## config.mk

```make
export PLATFORM = sky130hd
export DESIGN_NAME = tuf_framer
export DESIGN_NICKNAME = d
export VERILOG_FILES = /design/src/rtl/tuf_pkg.sv /design/src/rtl/tuf_fifo.sv /design/src/rtl/tuf_framer.sv
export VERILOG_INCLUDE_DIRS = /design/src /design/src/rtl
export SDC_FILE = /design/constraint.sdc
export NUM_CORES = 1
export LEC_CHECK = 0
export BUFFER_PORTS_ARGS = -buffer_cell sky130_fd_sc_hd__buf_2
export CORE_AREA = 2 2 282 228
export CTS_CLUSTER_DIAMETER = 100
export DETAILED_ROUTE_END_ITERATION = 12
export DIE_AREA = 0 0 284 230
export GPL_TIMING_DRIVEN = 1
export PLACE_DENSITY = 0.84
export SYNTH_ARGS = -nofsm -noshare
export SYNTH_HDL_FRONTEND = slang
export SYNTH_SLANG_ARGS = --single-unit
```

## constraint.sdc

```tcl
create_clock -name clk_sys -period 9.12 [get_ports clk_sys]
set_input_delay 0 -clock clk_sys [delete_from_list [all_inputs] [get_ports clk_sys]]
set_output_delay 0 -clock clk_sys [all_outputs]
set_load 0.01 [all_outputs]
```

## src/rtl/tuf_regs.svh

```systemverilog
`ifndef TUF_REGS_SVH
`define TUF_REGS_SVH
// =====================================================================
// Frame layout in bytes.
`define TUF_SOF_LEN 8'h04
`define TUF_FHDR_LEN 8'h18
`define TUF_NHDR_LEN 8'h10
`define TUF_SNAP_LEN 8'h08
`define TUF_IP_LEN 8'h14
`define TUF_UDP_LEN 8'h08
`define TUF_TDP_LEN 8'h08
`define TUF_CRC_LEN 8'h04
`define TUF_EOF_LEN 8'h04
// Total bytes from start delimiter through the packet header.
`define TUF_PRE_LEN 8'h58
// Record size alignment in bytes.
`define TUF_ALIGN 16'h0010
// Delimiter words, arbitrary neutral codes.
`define TUF_SOF_WORD 32'hbcb5_5656
`define TUF_EOF_WORD 32'hbc95_7575
// Default packet data length in bytes.
`define TUF_SEG_LEN 16'h0400
`define TUF_CRC_INIT 32'hffff_ffff
`endif

```

## src/rtl/tuf_pkg.sv

```systemverilog
package tuf_pkg;
  // =====================================================================
  // Framer sequencer states.
  typedef enum logic [2:0] {
    TUF_IDLE = 3'b000,
    TUF_HDR = 3'b001,
    TUF_DATA = 3'b010,
    TUF_CRC = 3'b011,
    TUF_EOF = 3'b100
  } tuf_state_type;
endpackage : tuf_pkg

```

## src/rtl/tuf_fifo.sv

```systemverilog
`timescale 1ns/1ps
// =====================================================================
// Synchronous FIFO with valid/ready on both sides.
module tuf_fifo #(
  parameter int WIDTH = 32,
  parameter int DEPTH = 16
) (
  // Clock and reset.
  input wire logic clk_sys,
  input wire logic reset,
  // Fill side.
  input wire logic [WIDTH-1:0] in_data,
  input wire logic in_valid,
  output logic in_ready,
  // Drain side.
  output logic [WIDTH-1:0] out_data,
  output logic out_valid,
  input wire logic out_ready
);
  localparam int AW = $clog2(DEPTH);
  logic [WIDTH-1:0] mem_q [DEPTH]; // Storage array.
  logic [AW-1:0] wr_q; // Write pointer.
  logic [AW-1:0] rd_q; // Read pointer.
  logic [AW:0] cnt_q; // Fill level.
  logic ready_q; // Registered not-full flag.
  wire push = in_valid && in_ready;
  wire pop = out_valid && out_ready;
  wire [AW:0] cnt_d = cnt_q + (AW+1)'(push) - (AW+1)'(pop); // Next fill level.
  // Ready comes from a flop fed by the next level, so the fill side sees no
  // combinational path; at the full mark a pop frees the slot for a push only in the next cycle.
  assign in_ready = ready_q;
  assign out_valid = cnt_q != '0;
  assign out_data = mem_q[rd_q];
  // Pointers and level; full and empty come from the level count.
  always_ff @(posedge clk_sys) begin
    if (reset) begin
      wr_q <= '0;
      rd_q <= '0;
      cnt_q <= '0;
      ready_q <= 1'b1;
    end else begin
      if (push) begin
        mem_q[wr_q] <= in_data;
        wr_q <= (wr_q == AW'(DEPTH-1)) ? '0 : wr_q + 1'b1;
      end
      if (pop) begin
        rd_q <= (rd_q == AW'(DEPTH-1)) ? '0 : rd_q + 1'b1;
      end
      cnt_q <= cnt_d;
      ready_q <= cnt_d < (AW+1)'(DEPTH);
    end
  end
  // Level never exceeds the depth.
  fifo_level_a: assert property (@(posedge clk_sys) disable iff (reset) cnt_q <= (AW+1)'(DEPTH))
    else $error("fifo overfilled");
endmodule : tuf_fifo

```

## src/rtl/tuf_framer.sv

```systemverilog
`timescale 1ns/1ps
`include "tuf_regs.svh"
// =====================================================================
// Contract
// - UDP/IP packet inside frame data field.
// - Delimiter, frame, network, SNAP, IP, UDP headers.
// - First field numbers packets, starting zero.
// - Second field holds record identifier.
// - Third field holds full record size.
// - Fourth field holds byte offset from zero.
// - Contiguous record segment follows the header.
// - Record sent as one or more packets.
// - Connectionless UDP transport over the link.
// - Each wavefront frame starts queued transfer.
// - Records padded to multiples of sixteen bytes.
module tuf_framer #(
  parameter int DEPTH = 16,
  parameter logic [15:0] SEG_LEN = `TUF_SEG_LEN
) (
  // Clock and reset.
  input wire logic clk_sys,
  input wire logic reset,
  // Frame tick and queued record descriptor.
  input wire logic frame_tick,
  input wire logic rec_pending,
  input wire logic [15:0] rec_id,
  input wire logic [15:0] rec_len,
  // Record words from local memory, 32 bits each, big endian.
  input wire logic [31:0] mem_data,
  input wire logic mem_valid,
  output logic mem_ready,
  // Link word stream towards the transmitter.
  output logic [31:0] link_data,
  output logic link_valid,
  output logic link_sof,
  output logic link_eof,
  input wire logic link_ready,
  // Status.
  output logic rec_done,
  output logic busy
);
  import tuf_pkg::*;
  // =====================================================================
  // Input buffering.
  logic [31:0] fifo_data;
  logic fifo_valid;
  logic fifo_pop;
  tuf_fifo #(.WIDTH(32), .DEPTH(DEPTH)) tuf_fifo_i (
    .clk_sys(clk_sys),
    .reset(reset),
    .in_data(mem_data),
    .in_valid(mem_valid),
    .in_ready(mem_ready),
    .out_data(fifo_data),
    .out_valid(fifo_valid),
    .out_ready(fifo_pop)
  );
  // =====================================================================
  // Sequencer state.
  tuf_state_type st_q, st_d;
  logic [7:0] widx_q; // Word index inside header.
  logic [15:0] seq_q; // Packet number within the record.
  logic [15:0] off_q; // Byte offset of this packet.
  logic [15:0] size_q; // Padded record size.
  logic [15:0] id_q; // Record identifier.
  logic [15:0] seg_q; // Bytes carried by this packet.
  logic [15:0] sent_q; // Bytes sent in this packet.
  logic [31:0] crc_q; // Running frame check.
  logic armed_q; // Frame tick seen, transfer allowed.
  logic [31:0] out_q;
  logic out_v_q, sof_q, eof_q, done_q;
  logic busy_q; // Busy flag, registered from the next state so it matches the state register.
  // Pad a length up to the next sixteen-byte boundary.
  function automatic logic [15:0] pad16(input logic [15:0] n);
    pad16 = (n + `TUF_ALIGN - 16'h0001) & ~(`TUF_ALIGN - 16'h0001);
  endfunction : pad16
  // Bitwise CRC-32 update over one word.
  function automatic logic [31:0] crc_upd(input logic [31:0] c, input logic [31:0] w);
    logic [31:0] r;
    r = c;
    for (int i = 31; i >= 0; i--) begin
      r = (r[31] ^ w[i]) ? ((r << 1) ^ 32'h04c1_1db7) : (r << 1);
    end
    crc_upd = r;
  endfunction : crc_upd
  // =====================================================================
  // Header word selection, 22 words from start delimiter to packet header.
  wire [15:0] left = size_q - off_q;
  wire [15:0] seg_n = (left > SEG_LEN) ? SEG_LEN : left;
  wire [15:0] udp_len = seg_n + 16'(`TUF_UDP_LEN) + 16'(`TUF_TDP_LEN);
  wire [15:0] ip_len = udp_len + 16'(`TUF_IP_LEN);
  logic [31:0] hdr_w;
  // Unlisted fields are zero here; addressing is filled by the link layer.
  always_comb begin
    case (widx_q)
      8'h00: hdr_w = `TUF_SOF_WORD;
      8'h0b: hdr_w = 32'haaaa_0300; // SNAP header start
      8'h0c: hdr_w = 32'h0000_0800; // SNAP carries IP
      8'h0d: hdr_w = {16'h4500, ip_len}; // IP version and length
      8'h0f: hdr_w = 32'h4011_0000; // Protocol UDP
      8'h13: hdr_w = {udp_len, 16'h0000}; // UDP length
      8'h14: hdr_w = {seq_q, id_q};
      8'h15: hdr_w = {size_q, off_q};
      default: hdr_w = 32'h0000_0000;
    endcase
  end
  wire hdr_last = widx_q == 8'h15;
  wire data_last = sent_q + 16'h0004 >= seg_q;
  wire take = !out_v_q || link_ready;
  assign fifo_pop = (st_q == TUF_DATA) && take && fifo_valid;
  // Next state selection.
  always_comb begin
    st_d = st_q;
    case (st_q)
      TUF_IDLE: st_d = (armed_q && rec_pending) ? TUF_HDR : TUF_IDLE;
      TUF_HDR: st_d = (take && hdr_last) ? TUF_DATA : TUF_HDR;
      TUF_DATA: st_d = (fifo_pop && data_last) ? TUF_CRC : TUF_DATA;
      TUF_CRC: st_d = take ? TUF_EOF : TUF_CRC;
      TUF_EOF: st_d = take ? TUF_IDLE : TUF_EOF;
      default: st_d = TUF_IDLE;
    endcase
  end
  // =====================================================================
  // Main sequencer; each packet is one frame.
  always_ff @(posedge clk_sys) begin
    if (reset) begin
      st_q <= TUF_IDLE;
      widx_q <= 8'h00;
      seq_q <= 16'h0000;
      off_q <= 16'h0000;
      size_q <= 16'h0000;
      id_q <= 16'h0000;
      seg_q <= 16'h0000;
      sent_q <= 16'h0000;
      crc_q <= `TUF_CRC_INIT;
      armed_q <= 1'b0;
      out_q <= 32'h0000_0000;
      out_v_q <= 1'b0;
      sof_q <= 1'b0;
      eof_q <= 1'b0;
      done_q <= 1'b0;
      busy_q <= 1'b0;
    end else begin
      st_q <= st_d;
      busy_q <= st_d != TUF_IDLE;
      done_q <= 1'b0;
      if (take) begin
        out_v_q <= 1'b0;
        sof_q <= 1'b0;
        eof_q <= 1'b0;
      end
      if (frame_tick) begin
        armed_q <= 1'b1;
      end
      case (st_q)
        TUF_IDLE: begin
          widx_q <= 8'h00;
          crc_q <= `TUF_CRC_INIT;
          if (armed_q && rec_pending) begin
            if (off_q == 16'h0000) begin
              size_q <= pad16(rec_len);
              id_q <= rec_id;
            end
          end
        end
        TUF_HDR: if (take) begin
          out_q <= hdr_w;
          out_v_q <= 1'b1;
          sof_q <= widx_q == 8'h00;
          widx_q <= widx_q + 8'h01;
          seg_q <= seg_n;
          sent_q <= 16'h0000;
          if (widx_q != 8'h00) begin
            crc_q <= crc_upd(crc_q, hdr_w);
          end
        end
        TUF_DATA: if (fifo_pop) begin
          out_q <= fifo_data;
          out_v_q <= 1'b1;
          sent_q <= sent_q + 16'h0004;
          crc_q <= crc_upd(crc_q, fifo_data);
        end
        TUF_CRC: if (take) begin
          out_q <= ~crc_q;
          out_v_q <= 1'b1;
        end
        TUF_EOF: if (take) begin
          out_q <= `TUF_EOF_WORD;
          out_v_q <= 1'b1;
          eof_q <= 1'b1;
          if (off_q + seg_q >= size_q) begin
            seq_q <= 16'h0000;
            off_q <= 16'h0000;
            done_q <= 1'b1;
            armed_q <= frame_tick;
          end else begin
            seq_q <= seq_q + 16'h0001;
            off_q <= off_q + seg_q;
          end
        end
        default: ;
      endcase
    end
  end
  assign link_data = out_q;
  assign link_valid = out_v_q;
  assign link_sof = sof_q;
  assign link_eof = eof_q;
  assign rec_done = done_q;
  assign busy = busy_q;
  // =====================================================================
  // Checks.
  first_seq_zero_a: assert property (@(posedge clk_sys) disable iff (reset)
    $rose(busy) && off_q == 16'h0000 |-> seq_q == 16'h0000) else $error("first packet not zero");
  size_aligned_a: assert property (@(posedge clk_sys) disable iff (reset)
    st_q == TUF_DATA |-> size_q[3:0] == 4'h0) else $error("record size not aligned");
  seq_step_a: assert property (@(posedge clk_sys) disable iff (reset)
    st_q == TUF_EOF && take && off_q + seg_q < size_q |=> seq_q == $past(seq_q) + 16'h0001)
    else $error("sequence not incremented");
  off_step_a: assert property (@(posedge clk_sys) disable iff (reset)
    st_q == TUF_EOF && take && off_q + seg_q < size_q |=> off_q == $past(off_q) + $past(seg_q))
    else $error("offset step wrong");
  size_stable_a: assert property (@(posedge clk_sys) disable iff (reset)
    st_q != TUF_IDLE |=> $stable(size_q)) else $error("record size changed");
  sof_first_a: assert property (@(posedge clk_sys) disable iff (reset)
    link_sof && link_valid |-> link_data == `TUF_SOF_WORD) else $error("bad start word");
  eof_last_a: assert property (@(posedge clk_sys) disable iff (reset)
    st_q == TUF_EOF && take |=> link_eof && link_data == `TUF_EOF_WORD) else $error("bad end word");
  hold_out_a: assert property (@(posedge clk_sys) disable iff (reset)
    link_valid && !link_ready |=> link_valid && $stable(link_data)) else $error("word dropped");
  start_armed_a: assert property (@(posedge clk_sys) disable iff (reset)
    st_q == TUF_IDLE && st_d == TUF_HDR |-> armed_q) else $error("started without frame");
endmodule : tuf_framer

```

Word-level counts from Yosys, hierarchy flattened:

Memory sizes are Yosys's and may differ from the RTL's. A register that Yosys moved wholly into a read port is not among the register bits.
Index checks and enable logic that the tools add are counted.

* logic and storage cells: 325
* output and inout bits: 38
* memories: 1
* memory bits (writable): 512
* register bits after elaboration: 187

* reductions and logical operators: 28
* order comparisons: 4
* $add $sub $neg: 14
* bitwise logic cells: 130
* multiplexer cells: 110
* eq/ne operators: 18

Memories
* tuf_fifo_i.mem_q: words 16, bits a word 32, rd ports 1, clocked after Yosys merged registers in 1, wr ports 1, line tuf_fifo.sv:21 `logic [WIDTH-1:0] mem_q [DEPTH];`

Operators with widths (count)
* $mux 27: 64
* $not 14->14: 63
* $pmux 32 s8: 1
* $mux 32: 7
* $pmux 32 s4: 1
* $pmux 32 s3: 1
* $mux 16: 5
* $xor 1x1->1: 64
* $add 16x4->16 const B: 2
* $add 16x5->16 const B: 2
* $eq 8x4->1 const B: 4
* $ge 16x16->1: 2
* $not 32->32: 1
* $pmux 16 s2: 1
* $eq 8x5->1 const B: 3
* $mux 1: 19
* $add 16x1->16 const B: 1
* $add 16x16->16: 1
* $add 16x3->16 const B: 1
* $gt 16x11->1 const B: 1
* $logic_not 16->1: 1
* $mux 4: 4
* $pmux 8 s2: 1
* $sub 16x1->16 const B: 1
* other kinds (32): 53

Logic depth before layout (Yosys ltp):

* depth after elaboration: 74
* gate-level depth with buffers: 31

Modules after synthesis:

A second synthesis with hierarchy kept.

* cell total of the unflattened synthesis: 2845
* area total of the unflattened synthesis: 36466.2 um2

Modules (own cells, without submodules)
* tuf_fifo: area an instance 20025.5 um2, times used 1, cells each 900
* tuf_framer: area an instance 16440.8 um2, times used 1, cells each 1945

Least setup slack after synthesis:

OpenSTA, ideal clock, no wires.

* kind: reg-to-reg
* start point: register off_q[5]
* end point: register crc_q[10]
* cell stages (with the launch flop): 30
* setup time: 0.058 ns
* buffers on the path: 2
* required time: 9.062 ns
* slack: 2.134 ns
* arrival time: 6.928 ns
* cell sequence: dfxtp_1 inv_1 ha_1 buf_6 a21o_1 a221oi_4 a21oi_1 xnor2_1 a31oi_1 or3_1 buf_6 nor2_1 inv_1 ha_1 nor3b_1 a21o_1 a21o_1 xor2_2 xor2_4 xor2_4 xnor2_1 xnor2_2 xnor2_4 xnor3_1 xnor2_2 xnor2_2 xnor3_1 xor2_1 o221ai_1 o21a_1

* cells in the longest elaborated chain, start to end: 50
* elaborated cells on any way between the ends: 99
* those cells by class: add/sub (4); order compare (1); mux (37); bitwise (57)

Ends and longest elaborated chain
* start: declaration: line tuf_framer.sv:63 `logic [15:0] off_q;`
* start signal: assignment: line tuf_framer.sv:198 `off_q <= off_q + seg_q;`
* $sub 16x16->16 (*): line tuf_framer.sv:88 `wire [15:0] left = size_q - off_q;`
* $gt 16x11->1 (*): line tuf_framer.sv:89 `wire [15:0] seg_n = (left > SEG_LEN) ? SEG_LEN : left;`
* $mux 16 (*): line tuf_framer.sv:89
* named net seg_n[4]: line tuf_framer.sv:89
* $add 16x4->16 (*) (2 in series): line tuf_framer.sv:90 `` wire [15:0] udp_len = seg_n + 16'(`TUF_UDP_LEN) + 16'(`TUF_TDP_LEN); ``
* $pmux 32 s8 (*): line tuf_framer.sv:95 `case (widx_q)`
* $xor 1x1->1: line tuf_framer.sv:82 `r = (r[31] ^ w[i]) ? ((r << 1) ^ 32'h04c1_1db7) : (r << 1);`
* $mux 27: line tuf_framer.sv:82
* [34 not listed]
* $not 14->14 (no source line) or $mux 27 (tied branches)
* $mux 27 or $not 14->14 (tied branches)
* $mux 27: line tuf_framer.sv:82
* $not 14->14 (no source line) or $xor 1x1->1 (tied branches)
* $mux 27 (*): line tuf_framer.sv:82
* $mux 32 (*): line tuf_framer.sv:173 `if (widx_q != 8'h00) begin`
* $mux 32 (*): line tuf_framer.sv:166 `TUF_HDR: if (take) begin`
* $pmux 32 s3 (*): line tuf_framer.sv:155 `case (st_q)`
* end signal: assignment: line tuf_framer.sv:158 `` crc_q <= `TUF_CRC_INIT; ``
* end signal: assignment: line tuf_framer.sv:174 `crc_q <= crc_upd(crc_q, hdr_w);`
* end signal: assignment: line tuf_framer.sv:181 `crc_q <= crc_upd(crc_q, fifo_data);`
* end: declaration: line tuf_framer.sv:68 `logic [31:0] crc_q;`

The timed path passes the listed nets; every way through them passes the cells marked *. The select of a mux whose other input is x is not followed.
A chain may end at the register's enable or synchronous reset.

Worst setup path in the final report:

* start point: register off_q[11]
* end point: register crc_q[19]

* cells in the longest elaborated chain, start to end: 48
* elaborated cells on any way between the ends: 91
* those cells by class: add/sub (4); order compare (1); mux (37); bitwise (49)

Ends and longest elaborated chain (line)
* $sub 16x16->16 (*): tuf_framer.sv:88
* $gt 16x11->1 (*): tuf_framer.sv:89
* $mux 16 (*): tuf_framer.sv:89
* named net seg_n[4]: tuf_framer.sv:89
* $add 16x4->16 (*) (2 in series): tuf_framer.sv:90
* $pmux 32 s8 (*): tuf_framer.sv:95
* $xor 1x1->1: tuf_framer.sv:82
* $mux 27: tuf_framer.sv:82
* [28 not listed]
* $mux 27 (2 in series): tuf_framer.sv:82
* $not 14->14 (no source line) or $mux 27 (tied branches)
* $mux 27: tuf_framer.sv:82
* $xor 1x1->1 or $not 14->14 (tied branches)
* $mux 27 (*) (4 in series): tuf_framer.sv:82
* $mux 32 (*): tuf_framer.sv:173
* $mux 32 (*): tuf_framer.sv:166
* $pmux 32 s3 (*): tuf_framer.sv:155

Marks and branches as above.

==> flow_summary.yaml <==
clocking:
  cts-resized-gates: 0
  cts_root_buf: "clkbuf_16"
  cts_setup_buffers: 0
  hold_buffers: 75
  cts_buffers: 71
  htreeDepth: 3
  cts_buffer_depth: 3
  clk_pin_slew_ps: 70
  clock_latency_ps: 640
  cts_tree: "built"
  clkSinkCount: 701
min_path:
  holdPathEnd: "armed_q$_SDFF_PP0_"
  hold_start: "frame_tick"
  hold_depth: 4
  hold_class: "input pin to flip-flop"
setup_path:
  cp-start-kind: "flip-flop"
  r2r_cells: 23
  cp_common_cell: "xnor2_1"
  timing.rr.start: "off_q[11]$_SDFFE_PP0P_"
  crit_family: "XOR/XNOR gates"
  cp-end-kind: "flip-flop"
  r2r_setup_slack_ps: 840
  required_ps: 9650
  path_buf_inv: 2
  crit_chain: "inv_1 -> ha_1 -> a21o_1 -> a2111oi_2 -> nor3b_1 -> or3_1 -> nand4_2 -> or3_1 -> nor2_1 -> ha_1 -> inv_1 -> nor3_1 -> xor2_1 -> a31oi_1 -> xnor2_2 -> xnor3_1 -> xnor2_4 -> xnor3_2 -> xnor2_1 -> xnor2_1 -> xnor2_1 -> a221oi_1 -> a211o_1"
  slowest_stage: "xnor3_2"
  worst-path-max-fanout: 11
  crit_path_max_incr_delay_ps: 660
  cp.arrival_ps: 8810
  path_class: "flip-flop to flip-flop"
  reg2reg_to: "crc_q[19]$_SDFFE_PP1P_"
place:
  place_inst: 3641
  io_buffer_count: 107
  placed_area_um2: 38480
  routabilityCongestion: 1.010
  pre_cts_slack_ps: 1090
  place_hpwl_um: 72490
synth:
  seq_area_frac_synth_pct: 51.41
  yosys.area.top_type: "edfxtp_1"
  synth_cell_type_count: 108
  synthArstFlopShare_pct: 0
  synth_edf_count: 512
  syn_nets: 2935
  syn_avg_cell_area_um2: 13.36
  yosysTopAreaCellShare_pct: 41.26
  syn-cell-area_um2: 37270
  synthFlopType: "edfxtp_1"
  postSynthCellCount: 2789
  synth.area.top_cells: "edfxtp_1 (41%), dfxtp_1 (10%), xnor2_1 (8.6%)"
  synth-seq-cells: 701
  yosysWarnings: 0
timing:
  setup_tns_ps: 0
  setup_slack_ps: 838.6
  setup_viol: 0
  fmax_mhz: 120.8
  period_minus_slack_ps: 8281
  rsz0062_at_grt: "no"
  maxSlewHeadroom_pct: 19.64
  min_period_over_period_pct: 90.80
  drv_slew: 0
  tightestPinTransition_ps: 1205
  worst_clock_skew_ps: 25.49
  hold_viol: 0
global_route:
  grt_pass1_vias: 24910
  grt_use_total_pct: 34.73
  overflow: 0
  antenna_found_initial: 8
  grt_max_degree: 90
  grt_pass1_wl_um: 166300
final_layout:
  final_cell_mix: "edfxtp_1 (512), xnor2_1 (368), dfxtp_1 (185)"
  syn_to_final_growth_pct: 11.90
  layout-drive-gt1-share_pct: 18.39
  layout_commonest_cell: "edfxtp_1"
  final_nets: 3095
  final-instance-count-excl-fill: 3848
  finalInstanceArea_um2: 41700
drt:
  routed_wl_um: 113400
  ant_nets: 0
  firstDrtPassIters: 10
  vias_per_cell: 6.577
  drc_errors: 0
  wl_per_cell_um: 29.46
  num_vias: 25310
  drt_iter0_drc: 3645
die:
  die_h_um: 230
  core-area_um2: 62380
  num_rows: 82
  start_util_pct: 59.74
  pin_count: 108
  die_w_um: 284
  die_area_um2: 65320
run_status:
  status: "finished clean"
job:
  drv_cap: 0
-- cell usage after synthesis, types with 39 or more instances --
master,number
o21ai_0,82
clkbuf_1,76
mux2i_1,39
inv_1,79
nand2_1,169
dfxtp_1,189
xnor2_2,43
xor2_1,140
a21oi_1,141
nor2_1,162
xnor2_1,368
nand3_1,44
ha_1,74
mux4_2,133
edfxtp_1,512
-- tightest hold or removal path: stages --
cell           delay, ps
dlygate4sd3_1        520
buf_2                110
a21oi_1               30
nor2_1                70
-- state kept, by name, indices dropped and copies added, names as in the netlist, 8 cells and up, named ones only --
signal            cells
crc_q                32
id_q                 16
link_data            32
off_q                16
seg_q                16
sent_q               14
seq_q                16
size_q               12
tuf_fifo_i.mem_q    512
widx_q                8
-- cell type report --
cell class	count	area (um2)
Multi-Input combinational cell	1872	17100
Inverter	79	296.5
Clock buffer	84	1877
Antenna cell	1	2.502
Sequential cell	701	19170
Timing Repair Buffer	224	1617
Tap cell	840	1051
Clock inverter	47	588.1
Fill cell	4353	20680
-- per-layer routing --
metal	vias to the layer above	track usage [%]	wire, um
met1	12600	48.52	43510
met4	12	12.19	4569
met5	-	0	79
met2	1808	52.77	50600
li1	10580	-	-
met3	308	9.365	14600
-- cell families after synthesis --
kind of cell / after synthesis / share of synthesized area, %
adders and majority gates: 76 / 2.592
AOI/OAI and AO/OA: 462 / 8.514
and+or+nand+nor: 531 / 6.738
buffers and inverters: 216 / 3.055
muxes: 189 / 9.998
xor gates and xnor gates: 614 / 17.69
DFF: 701 / 51.41
-- per-stage QoR --
| stage | utilization, % | hold slack, ps |
|---|---|---|
| 3_3_place_gp | 61.69 | 225.7 |
| 2_1_floorplan | - | 98.87 |
| 3_5_place_dp | 61.69 | 241.4 |
| 6_report | 66.85 | 126.1 |
| 4_1_cts | 66.85 | 110.0 |
| 5_1_grt | 66.85 | 152.0 |
-- worst max path at each step --
| stage | slack (ps) | from | end | cells after the start |
|---|---|---|---|---|
| after CTS | 1030 | off_q[11]$_SDFFE_PP0P_ | crc_q[13]$_SDFFE_PP1P_ | 24 |
| final | 840 | off_q[11]$_SDFFE_PP0P_ | crc_q[19]$_SDFFE_PP1P_ | 23 |
| after detailed placement | 1090 | off_q[11]$_SDFFE_PP0P_ | crc_q[13]$_SDFFE_PP1P_ | 24 |
| after global routing | 350 | off_q[11]$_SDFFE_PP0P_ | crc_q[19]$_SDFFE_PP1P_ | 23 |
| after global placement | 1260 | off_q[4]$_SDFFE_PP0P_ | crc_q[10]$_SDFFE_PP1P_ | 25 |
| after floorplan | 2130 | off_q[5]$_SDFFE_PP0P_ | crc_q[10]$_SDFFE_PP1P_ | 29 |
Power is not shown: default switching activity piles up to over one toggle a cycle in this logic, so the estimate is an artifact.
